**config.mk**
```make
export PLATFORM = sky130hd
export DESIGN_NAME = sst_core
export DESIGN_NICKNAME = d
export VERILOG_FILES = /design/src/verilog/sst_pkg.sv /design/src/verilog/sst_core.sv
export SDC_FILE = /design/constraint.sdc
export NUM_CORES = 2
export LEC_CHECK = 0
export BUFFER_PORTS_ARGS = -buffer_cell sky130_fd_sc_hd__buf_2
export CORE_AREA = 2 2 260 262
export DETAILED_ROUTE_END_ITERATION = 8
export DIE_AREA = 0 0 262 264
export PLACE_DENSITY = 0.72
export SETUP_SLACK_MARGIN = 0.5
export SLEW_MARGIN = 20
export SYNTH_ARGS = -nofsm -noshare
export SYNTH_HDL_FRONTEND = slang
export SYNTH_SLANG_ARGS = --single-unit
export TNS_END_PERCENT = 20
```
**constraint.sdc**
```tcl
create_clock -name pclk -period 9 [get_ports pclk]
set_input_delay 0.45 -clock pclk [delete_from_list [all_inputs] [get_ports pclk]]
set_output_delay 0.45 -clock pclk [all_outputs]
set_load 0.02 [all_outputs]
```
**src/verilog/sst_pkg.sv**
```systemverilog
/*
 * shared constants and types for the stop-state and subtract/transfer unit.
 * assumes an apb master with 32-bit data and one aligned word per register.
 */
package sst_pkg;
	// -------------------------------------------------------------
	// register offsets
	// -------------------------------------------------------------
	localparam logic [7:0] OFS_CTRL   = 8'h00;
	localparam logic [7:0] OFS_IMM    = 8'h04;
	localparam logic [7:0] OFS_A_LO   = 8'h08;
	localparam logic [7:0] OFS_A_HI   = 8'h0c;
	localparam logic [7:0] OFS_B_LO   = 8'h10;
	localparam logic [7:0] OFS_B_HI   = 8'h14;
	localparam logic [7:0] OFS_X0     = 8'h18;
	localparam logic [7:0] OFS_X1     = 8'h1c;
	localparam logic [7:0] OFS_Y0     = 8'h20;
	localparam logic [7:0] OFS_Y1     = 8'h24;
	localparam logic [7:0] OFS_OMR    = 8'h28;
	localparam logic [7:0] OFS_CLOCK_CONTROL_REGISTER   = 8'h2c;
	localparam logic [7:0] OFS_STATUS = 8'h30;
	localparam logic [7:0] OFS_R_BASE = 8'h40;
	// -------------------------------------------------------------
	// field positions and reset values
	// -------------------------------------------------------------
	localparam int OMR_SD_BIT    = 6;
	localparam int CLOCK_CONTROL_REGISTER_STOP_PROCESSING_STATE_BIT_BIT = 5;
	localparam int CCR_C = 0;
	localparam int CCR_V = 1;
	localparam int CCR_Z = 2;
	localparam int CCR_N = 3;
	localparam int STAT_STOP  = 8;
	localparam int STAT_DELAY = 9;
	localparam logic [23:0] RST_WORD = 24'h000000;
	localparam logic [55:0] RST_ACC  = 56'h00000000000000;
	localparam logic [7:0]  RST_CCR  = 8'h00;
	// -------------------------------------------------------------
	// operation codes
	// -------------------------------------------------------------
	localparam logic [3:0] OP_NOP  = 4'h0;
	localparam logic [3:0] OP_SUB  = 4'h1;
	localparam logic [3:0] OP_SHIFT_LEFT_SUBTRACT_OP = 4'h2;
	localparam logic [3:0] OP_SHIFT_RIGHT_SUBTRACT_OP = 4'h3;
	localparam logic [3:0] OP_TCC  = 4'h4;
	localparam logic [3:0] OP_TFR  = 4'h5;
	localparam logic [3:0] OP_STOP = 4'h6;
	// source select: 0 other acc, 1 x long, 2 y long, 3 x0, 4 y0,
	// 5 x1, 6 y1, 7 immediate
	localparam logic [2:0] SRC_ACC = 3'h0;
	localparam logic [2:0] SRC_IMM = 3'h7;
	// -------------------------------------------------------------
	// wake delay counts
	// -------------------------------------------------------------
	localparam int          STOP_LONG_CYC   = 131070;
	localparam int          STOP_SD_CYC_I   = 24;
	localparam int          STOP_PROCESSING_STATE_BIT_HALF_CYC   = 17; // 8.5 cycles in halves
	localparam logic [16:0] STOP_SD_CYC     = 17'(STOP_SD_CYC_I);
	localparam logic [16:0] STOP_STOP_PROCESSING_STATE_BIT_CYC   = 17'((STOP_PROCESSING_STATE_BIT_HALF_CYC + 1) / 2);

	typedef struct packed {
		logic [13:0] rsvd;
		logic        pmove;
		logic [2:0]  dst_r;
		logic [2:0]  src_r;
		logic        move_r;
		logic        cond;
		logic        long_imm;
		logic [2:0]  src;
		logic        dsel;
		logic [3:0]  op;
	} sst_cmd_t;

	typedef struct packed {
		logic        ctrl_active;
		logic        data_oe;
		logic [23:0] addr;
	} sst_port_t;

	typedef enum logic [1:0] { ST_RUN, ST_STOPPED, ST_DELAY } sst_state_t;
endpackage : sst_pkg

```
**src/verilog/sst_core.sv**
```systemverilog
/*
 * stop-state controller and subtract/transfer execution unit with apb regs.
 * assumes pins are synchronous to pclk and an apb master on the bus.
 */
`timescale 1ns/10ps
`default_nettype none
module sst_core import sst_pkg::*; #(
	parameter int STOP_LONG = STOP_LONG_CYC
) (
	input  wire logic        pclk,
	input  wire logic        presetn,
	input  wire logic        psel,
	input  wire logic        penable,
	input  wire logic        pwrite,
	input  wire logic [7:0]  paddr,
	input  wire logic [31:0] pwdata,
	output logic      [31:0] prdata_q,
	output logic             pready_q,
	output logic             pslverr_q,
	input  wire logic        ext_reset_n,
	input  wire logic        interrupt_request_a_pin,
	input  wire logic        jtag_debug_req,
	input  wire logic        int_pending,
	input  wire sst_port_t   core_port,
	output sst_port_t        port_q,
	output logic             core_clk_en_q,
	output logic             periph_clear_q,
	output logic             wake_reset_q,
	output logic             wake_irq_q,
	output logic             wake_resume_q
);
	// -------------------------------------------------------------
	// state
	// -------------------------------------------------------------
	sst_state_t  st_q, st_d;
	logic [16:0] cnt_q, cnt_d;
	logic        cause_irq_q, cause_irq_d;
	logic [55:0] a_q, b_q;
	logic [23:0] x0_q, x1_q, y0_q, y1_q, imm_q;
	logic [23:0] r_q [8];
	logic [7:0]  operating_mode_register, clock_control_register;
	logic [7:0]  ccr_q;

	// -------------------------------------------------------------
	// apb decode
	// -------------------------------------------------------------
	wire       access  = psel & penable;
	wire       wr_en   = access & pready_q & pwrite;
	wire       r_hit   = (paddr[7:5] == OFS_R_BASE[7:5]) & (paddr[1:0] == 2'h0);
	wire [2:0] r_idx   = paddr[4:2];
	wire       ctl_wr  = wr_en & (paddr == OFS_CTRL);
	sst_cmd_t  cmd;
	assign cmd = pwdata;
	// ops only run while the core clock is live
	wire       exec    = ctl_wr & (st_q == ST_RUN);
	wire       is_sub  = (cmd.op == OP_SUB);
	wire       is_shift_left_subtract_op = (cmd.op == OP_SHIFT_LEFT_SUBTRACT_OP);
	wire       is_shift_right_subtract_op = (cmd.op == OP_SHIFT_RIGHT_SUBTRACT_OP);
	wire       sub_any = exec & (is_sub | is_shift_left_subtract_op | is_shift_right_subtract_op);
	wire       do_tcc  = exec & (cmd.op == OP_TCC) & cmd.cond;
	wire       do_tfr  = exec & (cmd.op == OP_TFR);
	wire       do_stop = exec & (cmd.op == OP_STOP);
	wire       stop_delay_select_bit = operating_mode_register[OMR_SD_BIT];
	wire       stop_processing_state_bit =
		clock_control_register[CLOCK_CONTROL_REGISTER_STOP_PROCESSING_STATE_BIT_BIT];

	// -------------------------------------------------------------
	// operand selection and alu
	// -------------------------------------------------------------
	wire [55:0] acc_dst = cmd.dsel ? b_q : a_q;
	wire [55:0] acc_oth = cmd.dsel ? a_q : b_q;
	logic [55:0] src_val;
	logic [23:0] word_v;
	always_comb begin
		word_v = imm_q;
		unique case (cmd.src)
			3'h3: word_v = x0_q;
			3'h4: word_v = y0_q;
			3'h5: word_v = x1_q;
			3'h6: word_v = y1_q;
			default: word_v = imm_q;
		endcase
		// words sit in bits 47:24, sign-extended into the extension
		src_val = {{8{word_v[23]}}, word_v, 24'h000000};
		unique case (cmd.src)
			SRC_ACC: src_val = acc_oth;
			3'h1:    src_val = {{8{x1_q[23]}}, x1_q, x0_q};
			3'h2:    src_val = {{8{y1_q[23]}}, y1_q, y0_q};
			SRC_IMM: if (!cmd.long_imm)
				src_val = {26'h0000000, imm_q[5:0], 24'h000000};
			default: ;
		endcase
	end

	// shift variants always take the other accumulator
	wire [55:0] sub_src = (is_shift_left_subtract_op | is_shift_right_subtract_op) ? acc_oth : src_val;
	wire [55:0] sub_in  = is_shift_left_subtract_op ? {acc_dst[54:0], 1'b0} :
		is_shift_right_subtract_op ? {acc_dst[55], acc_dst[55:1]} : acc_dst;
	// full 56-bit difference: carry exact when the extension is sane
	wire [56:0] diff    = {1'b0, sub_in} - {1'b0, sub_src};
	wire [55:0] res     = diff[55:0];
	wire        sub_v   = (sub_in[55] ^ sub_src[55]) & (res[55] ^ sub_in[55]);
	wire        shl_v   = is_shift_left_subtract_op & (acc_dst[55] ^ acc_dst[54]);
	logic [7:0] ccr_new;
	always_comb begin
		ccr_new        = ccr_q;
		ccr_new[CCR_C] = diff[56];
		ccr_new[CCR_V] = sub_v | shl_v;
		ccr_new[CCR_Z] = (res == 56'h00000000000000);
		ccr_new[CCR_N] = res[55];
	end
	wire [55:0] acc_wr  = sub_any ? res : src_val;
	wire        acc_we  = sub_any | do_tcc | do_tfr;

	// -------------------------------------------------------------
	// accumulators and condition codes
	// -------------------------------------------------------------
	always_ff @(posedge pclk or negedge presetn) begin
		if (!presetn) begin
			a_q   <= RST_ACC;
			b_q   <= RST_ACC;
			ccr_q <= RST_CCR;
		end else begin
			if (acc_we && !cmd.dsel)
				a_q <= acc_wr;
			else if (wr_en && paddr == OFS_A_LO)
				a_q[31:0] <= pwdata;
			else if (wr_en && paddr == OFS_A_HI)
				a_q[55:32] <= pwdata[23:0];
			if (acc_we && cmd.dsel)
				b_q <= acc_wr;
			else if (wr_en && paddr == OFS_B_LO)
				b_q[31:0] <= pwdata;
			else if (wr_en && paddr == OFS_B_HI)
				b_q[55:32] <= pwdata[23:0];
			// copies leave the flags alone
			if (sub_any)
				ccr_q <= ccr_new;
		end
	end

	// -------------------------------------------------------------
	// data, immediate and mode registers
	// -------------------------------------------------------------
	always_ff @(posedge pclk or negedge presetn) begin
		if (!presetn) begin
			x0_q <= RST_WORD;
			x1_q <= RST_WORD;
			y0_q <= RST_WORD;
			y1_q <= RST_WORD;
			imm_q <= RST_WORD;
			operating_mode_register <= 8'h00;
			clock_control_register  <= 8'h00;
		end else begin
			if (do_tfr && cmd.pmove)
				x0_q <= imm_q;
			else if (wr_en && paddr == OFS_X0)
				x0_q <= pwdata[23:0];
			if (wr_en && paddr == OFS_X1)
				x1_q <= pwdata[23:0];
			if (wr_en && paddr == OFS_Y0)
				y0_q <= pwdata[23:0];
			if (wr_en && paddr == OFS_Y1)
				y1_q <= pwdata[23:0];
			if (wr_en && paddr == OFS_IMM)
				imm_q <= pwdata[23:0];
			if (wr_en && paddr == OFS_OMR)
				operating_mode_register <= pwdata[7:0];
			if (wr_en && paddr == OFS_CLOCK_CONTROL_REGISTER)
				clock_control_register <= pwdata[7:0];
		end
	end

	// address registers: one slot per index
	for (genvar i = 0; i < 8; i++) begin : g_r
		wire sw_wr = wr_en & r_hit & (r_idx == 3'(i));
		wire hw_wr = do_tcc & cmd.move_r & (cmd.dst_r == 3'(i));
		always_ff @(posedge pclk or negedge presetn) begin
			if (!presetn)
				r_q[i] <= RST_WORD;
			else if (hw_wr)
				r_q[i] <= r_q[cmd.src_r];
			else if (sw_wr)
				r_q[i] <= pwdata[23:0];
		end
	end

	// -------------------------------------------------------------
	// stop state machine
	// -------------------------------------------------------------
	wire [16:0] dly_sel = stop_processing_state_bit ? STOP_STOP_PROCESSING_STATE_BIT_CYC :
		stop_delay_select_bit ? STOP_SD_CYC : 17'(STOP_LONG);
	wire        wake_src  = !interrupt_request_a_pin | jtag_debug_req;
	wire        dly_done  = (st_q == ST_DELAY) & (cnt_q == 17'h00001);
	wire        to_reset  = (st_q != ST_RUN) & !ext_reset_n;

	always_comb begin
		st_d        = st_q;
		cnt_d       = cnt_q;
		cause_irq_d = cause_irq_q;
		unique case (st_q)
			ST_RUN: if (do_stop) begin
				cnt_d       = dly_sel;
				cause_irq_d = !interrupt_request_a_pin;
				// request already low: skip the clock gate
				st_d = !interrupt_request_a_pin ? ST_DELAY : ST_STOPPED;
			end
			ST_STOPPED: if (!ext_reset_n)
				st_d = ST_RUN;
			else if (wake_src) begin
				st_d        = ST_DELAY;
				cause_irq_d = !interrupt_request_a_pin;
			end
			ST_DELAY: if (!ext_reset_n || dly_done)
				st_d = ST_RUN;
			else
				cnt_d = cnt_q - 17'h00001;
		endcase
	end

	always_ff @(posedge pclk or negedge presetn) begin
		if (!presetn) begin
			st_q        <= ST_RUN;
			cnt_q       <= 17'h00000;
			cause_irq_q <= 1'b0;
		end else begin
			st_q        <= st_d;
			cnt_q       <= cnt_d;
			cause_irq_q <= cause_irq_d;
		end
	end

	// -------------------------------------------------------------
	// pins and wake pulses
	// -------------------------------------------------------------
	wire fin_ok = dly_done & ext_reset_n;
	always_ff @(posedge pclk or negedge presetn) begin
		if (!presetn) begin
			core_clk_en_q  <= 1'b1;
			periph_clear_q <= 1'b0;
			wake_reset_q   <= 1'b0;
			wake_irq_q     <= 1'b0;
			wake_resume_q  <= 1'b0;
			port_q         <= '0;
		end else begin
			core_clk_en_q  <= (st_d != ST_STOPPED);
			periph_clear_q <= (st_d == ST_DELAY);
			wake_reset_q   <= to_reset;
			wake_irq_q     <= fin_ok & cause_irq_q & int_pending;
			wake_resume_q  <= fin_ok & !(cause_irq_q & int_pending);
			if (st_d == ST_RUN)
				port_q <= core_port;
			else begin
				port_q.ctrl_active <= 1'b0;
				port_q.data_oe     <= 1'b0;
			end
		end
	end

	// -------------------------------------------------------------
	// apb read path, one wait state
	// -------------------------------------------------------------
	logic [31:0] rd_data;
	logic        rd_hit;
	always_comb begin
		rd_hit  = 1'b1;
		rd_data = 32'h00000000;
		if (r_hit)
			rd_data = {8'h00, r_q[r_idx]};
		else unique case (paddr)
			OFS_CTRL:   rd_data = 32'h00000000;
			OFS_IMM:    rd_data = {8'h00, imm_q};
			OFS_A_LO:   rd_data = a_q[31:0];
			OFS_A_HI:   rd_data = {8'h00, a_q[55:32]};
			OFS_B_LO:   rd_data = b_q[31:0];
			OFS_B_HI:   rd_data = {8'h00, b_q[55:32]};
			OFS_X0:     rd_data = {8'h00, x0_q};
			OFS_X1:     rd_data = {8'h00, x1_q};
			OFS_Y0:     rd_data = {8'h00, y0_q};
			OFS_Y1:     rd_data = {8'h00, y1_q};
			OFS_OMR:    rd_data = {24'h000000, operating_mode_register};
			OFS_CLOCK_CONTROL_REGISTER:   rd_data = {24'h000000, clock_control_register};
			OFS_STATUS: begin
				rd_data             = {24'h000000, ccr_q};
				rd_data[STAT_STOP]  = (st_q == ST_STOPPED);
				rd_data[STAT_DELAY] = (st_q == ST_DELAY);
			end
			default:    rd_hit = 1'b0;
		endcase
	end

	always_ff @(posedge pclk or negedge presetn) begin
		if (!presetn) begin
			pready_q  <= 1'b0;
			prdata_q  <= 32'h00000000;
			pslverr_q <= 1'b0;
		end else begin
			pready_q  <= access & !pready_q;
			if (access && !pready_q) begin
				prdata_q  <= pwrite ? 32'h00000000 : rd_data;
				pslverr_q <= !rd_hit;
			end else
				pslverr_q <= 1'b0;
		end
	end

	// -------------------------------------------------------------
	// checks
	// -------------------------------------------------------------
	logic [16:0] dly_len_q, exp_len_q;
	logic [55:0] res_q;
	always_ff @(posedge pclk or negedge presetn) begin
		if (!presetn) begin
			dly_len_q <= 17'h00000;
			exp_len_q <= 17'h00000;
			res_q     <= RST_ACC;
		end else begin
			dly_len_q <= (st_q == ST_DELAY) ? dly_len_q + 17'h00001 : 17'h00000;
			if (do_stop)
				exp_len_q <= dly_sel;
			res_q <= res;
		end
	end
endmodule : sst_core
`default_nettype wire

```
==> impl_metrics.env <==
export IMPL_status="complete, no violations"
export IMPL_hpwl_um=93600
export IMPL_p_int_mw=4.49
export IMPL_die_area_um2=69200
export IMPL_setup_tns_ns=0
export IMPL_ys_seq_elements=529
export IMPL_leakage_nw=17.8
export IMPL_switchingPower_mw=2.04
export IMPL_port_buffers=139
export IMPL_grt_pass1_wl_um=206000
export IMPL_hold_violations=0
export IMPL_topRoutingLayerUsed="met5"
export IMPL_holdWs_ns=0.00865
export IMPL_die_h_um=264
export IMPL_criticalPathCategory="in2reg"
export IMPL_hold_path_end="port_q[17]$_DFFE_PN0N_"
export IMPL_p_sw_frac=0.312
export IMPL_power_density_nw_per_um2=165
export IMPL_synth_adder_area_share=0.0233
export IMPL_fin_area_um2=39600
export IMPL_period_minus_slack_ns=5.66
export IMPL_yosysTopAreaCellShare=0.365
export IMPL_r2r_start="a_q[30]$_DFFE_PN0P_"
export IMPL_hold_buffers=4
export IMPL_viasPerCell=7.03
export IMPL_gp_congestion=1.02
export IMPL_cts_sinks=529
export IMPL_vias=34400
export IMPL_muxShareOfSynthArea=0.185
export IMPL_ys_top_cells_by_area="dfrtp_1, nand2_1, mux2_2, mux4_2, mux2i_1"
export IMPL_area_delta_synth_final_pct=9.35
export IMPL_r2r_slack_ns=3.75
export IMPL_clockBufferDepth=3
export IMPL_placed_cell_area_um2=37500
export IMPL_synth_largest_area_cell="dfrtp_1"
export IMPL_crit_path_top_delay_cell="a2111oi_1"
export IMPL_setup_viol=0
export IMPL_synthDistinctLibCells=94
export IMPL_cts_tree="done"
export IMPL_syn_avg_cell_area_um2=9.01
export IMPL_clock_fmax_ghz=0.177
export IMPL_drv_cap=0
export IMPL_met2_length_um=61300
export IMPL_met1Wirelength_um=52600
export IMPL_drt_initial_drc_count=5061
export IMPL_ir_drop_mv=0.173
export IMPL_drt_pass1_iterations=7
export IMPL_synth_edf_count=0
export IMPL_seqPwrFrac=0.392
export IMPL_async_flop_share=1.00
export IMPL_cp_required_ns=9.56
export IMPL_finClkSkew_ns=0.0388
export IMPL_grt_max_degree=164
export IMPL_synth_top_family_by_area="compound AO/OA/AOI/OAI gates"
export IMPL_hold_path_depth=2
export IMPL_drive_gt1_frac=0.175
export IMPL_rows=95
export IMPL_worstPathArrival_ns=6.22
export IMPL_hold_class="in2reg"
export IMPL_path_clk_slew_ns=0.07
export IMPL_final_common_cell="nand2_1"
export IMPL_antenna_found_initial=3
export IMPL_crit_chain="buf_6 -> buf_4 -> mux2i_1 -> nand2_1 -> o211a_1 -> o21ba_2 -> a21oi_1 -> ha_1 -> nand2_1 -> nor3_1 -> nor4b_1 -> a21bo_2 -> a2111oi_1 -> nor3_1 -> xnor2_1 -> a211o_1 -> a2111oi_2 -> nand4b_1 -> o21ai_1"
export IMPL_htreeDepth=2
export IMPL_max_slew_margin_rel=0.215
export IMPL_cts_buffers=59
export IMPL_hold_path_startpoint="core_port[17]"
export IMPL_ys_warn_count=0
export IMPL_post_cts_resized=0
export IMPL_dr_wl_met3_um=16900
export IMPL_synth_compound_area_frac=0.226
export IMPL_preCtsSetupSlack_ns=2.90
export IMPL_critPathCaptureType="flip-flop"
export IMPL_ant_nets=0
export IMPL_synthSimpleGateAreaFrac=0.150
export IMPL_timing_final_crit_share=0.629
export IMPL_cpPeakStageDelay_ns=0.67
export IMPL_ys_seq_area_frac=0.365
export IMPL_cts_setup_buffers=0
export IMPL_rsz0062_at_grt="no"
export IMPL_startpoint_type="input port"
export IMPL_die_x_um=262
export IMPL_initial_utilization=0.545
export IMPL_avgRoutedWirePerCell_um=28.3
export IMPL_synth_nets=4164
export IMPL_clk_latency_ns=0.65
export IMPL_finalWirelength_um=138000
export IMPL_final_max_slew_viol_count=0
export IMPL_timing_rr_end="ccr_q[2]$_DFFE_PN0P_"
export IMPL_combPwrFrac=0.210
export IMPL_core_um2=66600
export IMPL_track_usage=0.393
export IMPL_root_buffer="clkbuf_16"
export IMPL_syn_instance_count=4022
export IMPL_synth_area_um2=36200
export IMPL_reg2reg_depth=17
export IMPL_synth_xor_area_share=0.0106
export IMPL_synth_main_ff_cell="dfrtp_1"
export IMPL_worst_pin_slew_ns=1.17
export IMPL_setup_ws_ns=3.34
export IMPL_io_pins=140
export IMPL_layout_common_cells="nand2_1, dfrtp_1, a21oi_1, o21ai_0, nor2_1"
export IMPL_p_clk_frac=0.398
export IMPL_cp_max_fo=72
export IMPL_overflow=0
export IMPL_power_total_mw=6.53
export IMPL_nets=4103
export IMPL_grt_pass1_vias=32700
export IMPL_drc=0
[layer usage]
metal	GRT usage	vias up
met1	0.532	16700
li1	-	14800
met2	0.595	2330
met5	0	-
met3	0.0990	495
met4	0.181	4
[logic make-up after synthesis]
group,count (synthesis)
and+or+nand+nor,1248
AOI/OAI and AO/OA,1235
DFF,529
muxes,521
buffers and inverters,378
adders and majority gates,67
xor gates and xnor gates,44
[worst max-delay path: cells and delay by family]
| kind | cells | cell delay, ns |
|---|---|---|
| mux | 1 | 0.29 |
| fa+ha+maj | 1 | 0.36 |
| buf+inv | 2 | 0.99 |
| xor+xnor | 1 | 0.27 |
| simple gates | 6 | 1.34 |
| compound gates | 8 | 2.39 |
[area by class of cell]
type                       count  area, um2
fill                        5784      26900
multi-input combinational   3115      21700
sequential                   529      13200
clock buffer                  85       1720
timing repair buffer         223       1390
tap                          873       1090
clock inverter                24        343
inverter                      33        124
antenna                        2       5.00
[worst max-delay path by stage]
stage          depth (start not counted)      start                    to
6_report                              19  pwdata[4]  ccr_q[2]$_DFFE_PN0P_
5_1_grt                               20  pwdata[6]  ccr_q[2]$_DFFE_PN0P_
3_3_place_gp                          19  pwdata[7]  ccr_q[2]$_DFFE_PN0P_
4_1_cts                               19  pwdata[4]  ccr_q[2]$_DFFE_PN0P_
3_5_place_dp                          19  pwdata[4]  ccr_q[2]$_DFFE_PN0P_
2_1_floorplan                         20  pwdata[4]  ccr_q[2]$_DFFE_PN0P_
[stage by stage]
step,utilization,instances
after detailed placement,0.564,4769
final,0.595,4884
after global placement,0.564,4769
after global routing,0.595,4882
after CTS,0.595,4882
after floorplan,-,4022
[synth_stat cells (6+ instances only)]
cell type	n
a211o_1	9
inv_1	29
nand4_1	31
nor4_1	16
a31oi_1	18
ha_1	66
nor2b_1	24
mux4_2	96
and3_1	35
xor2_1	21
a21oi_1	284
nand3b_1	11
mux2i_1	206
a32o_1	12
a22o_1	24
o21ai_0	264
a222oi_1	16
nor2_1	277
a221o_1	15
o21a_1	19
o21ai_1	30
nand3_1	31
a221oi_1	60
o22ai_1	30
o211ai_1	83
buf_2	25
xnor2_1	23
a211oi_1	37
nor3_1	48
nand2b_1	22
o211a_1	19
and2_1	15
nand2_1	679
dfrtp_1	528
or3_1	18
o31ai_1	11
clkbuf_1	279
mux2_1	18
o21ba_2	15
buf_1	39
a22oi_1	201
mux2_2	201
a21o_1	28
a21boi_0	6
[state kept, by name (all words and copies together) (netlist names), 17 cells and up]
name and cells:
r_q 192, a_q 56, b_q 56, prdata_q 32
port_q 26, imm_q 24, x0_q 24, x1_q 24
y0_q 24, y1_q 24, cnt_q 17
[power groups by stage]
stage	Sequential, mW	Clock, mW	Combinational, mW
final	2.56	2.60	1.37
after global routing	2.57	2.70	1.47
after CTS	2.56	2.60	1.35
after detailed placement	2.60	0	1.35
after global placement	2.59	0	1.34
after floorplan	2.67	0	0.826
Note: power is estimated with default switching activity, not from simulation.
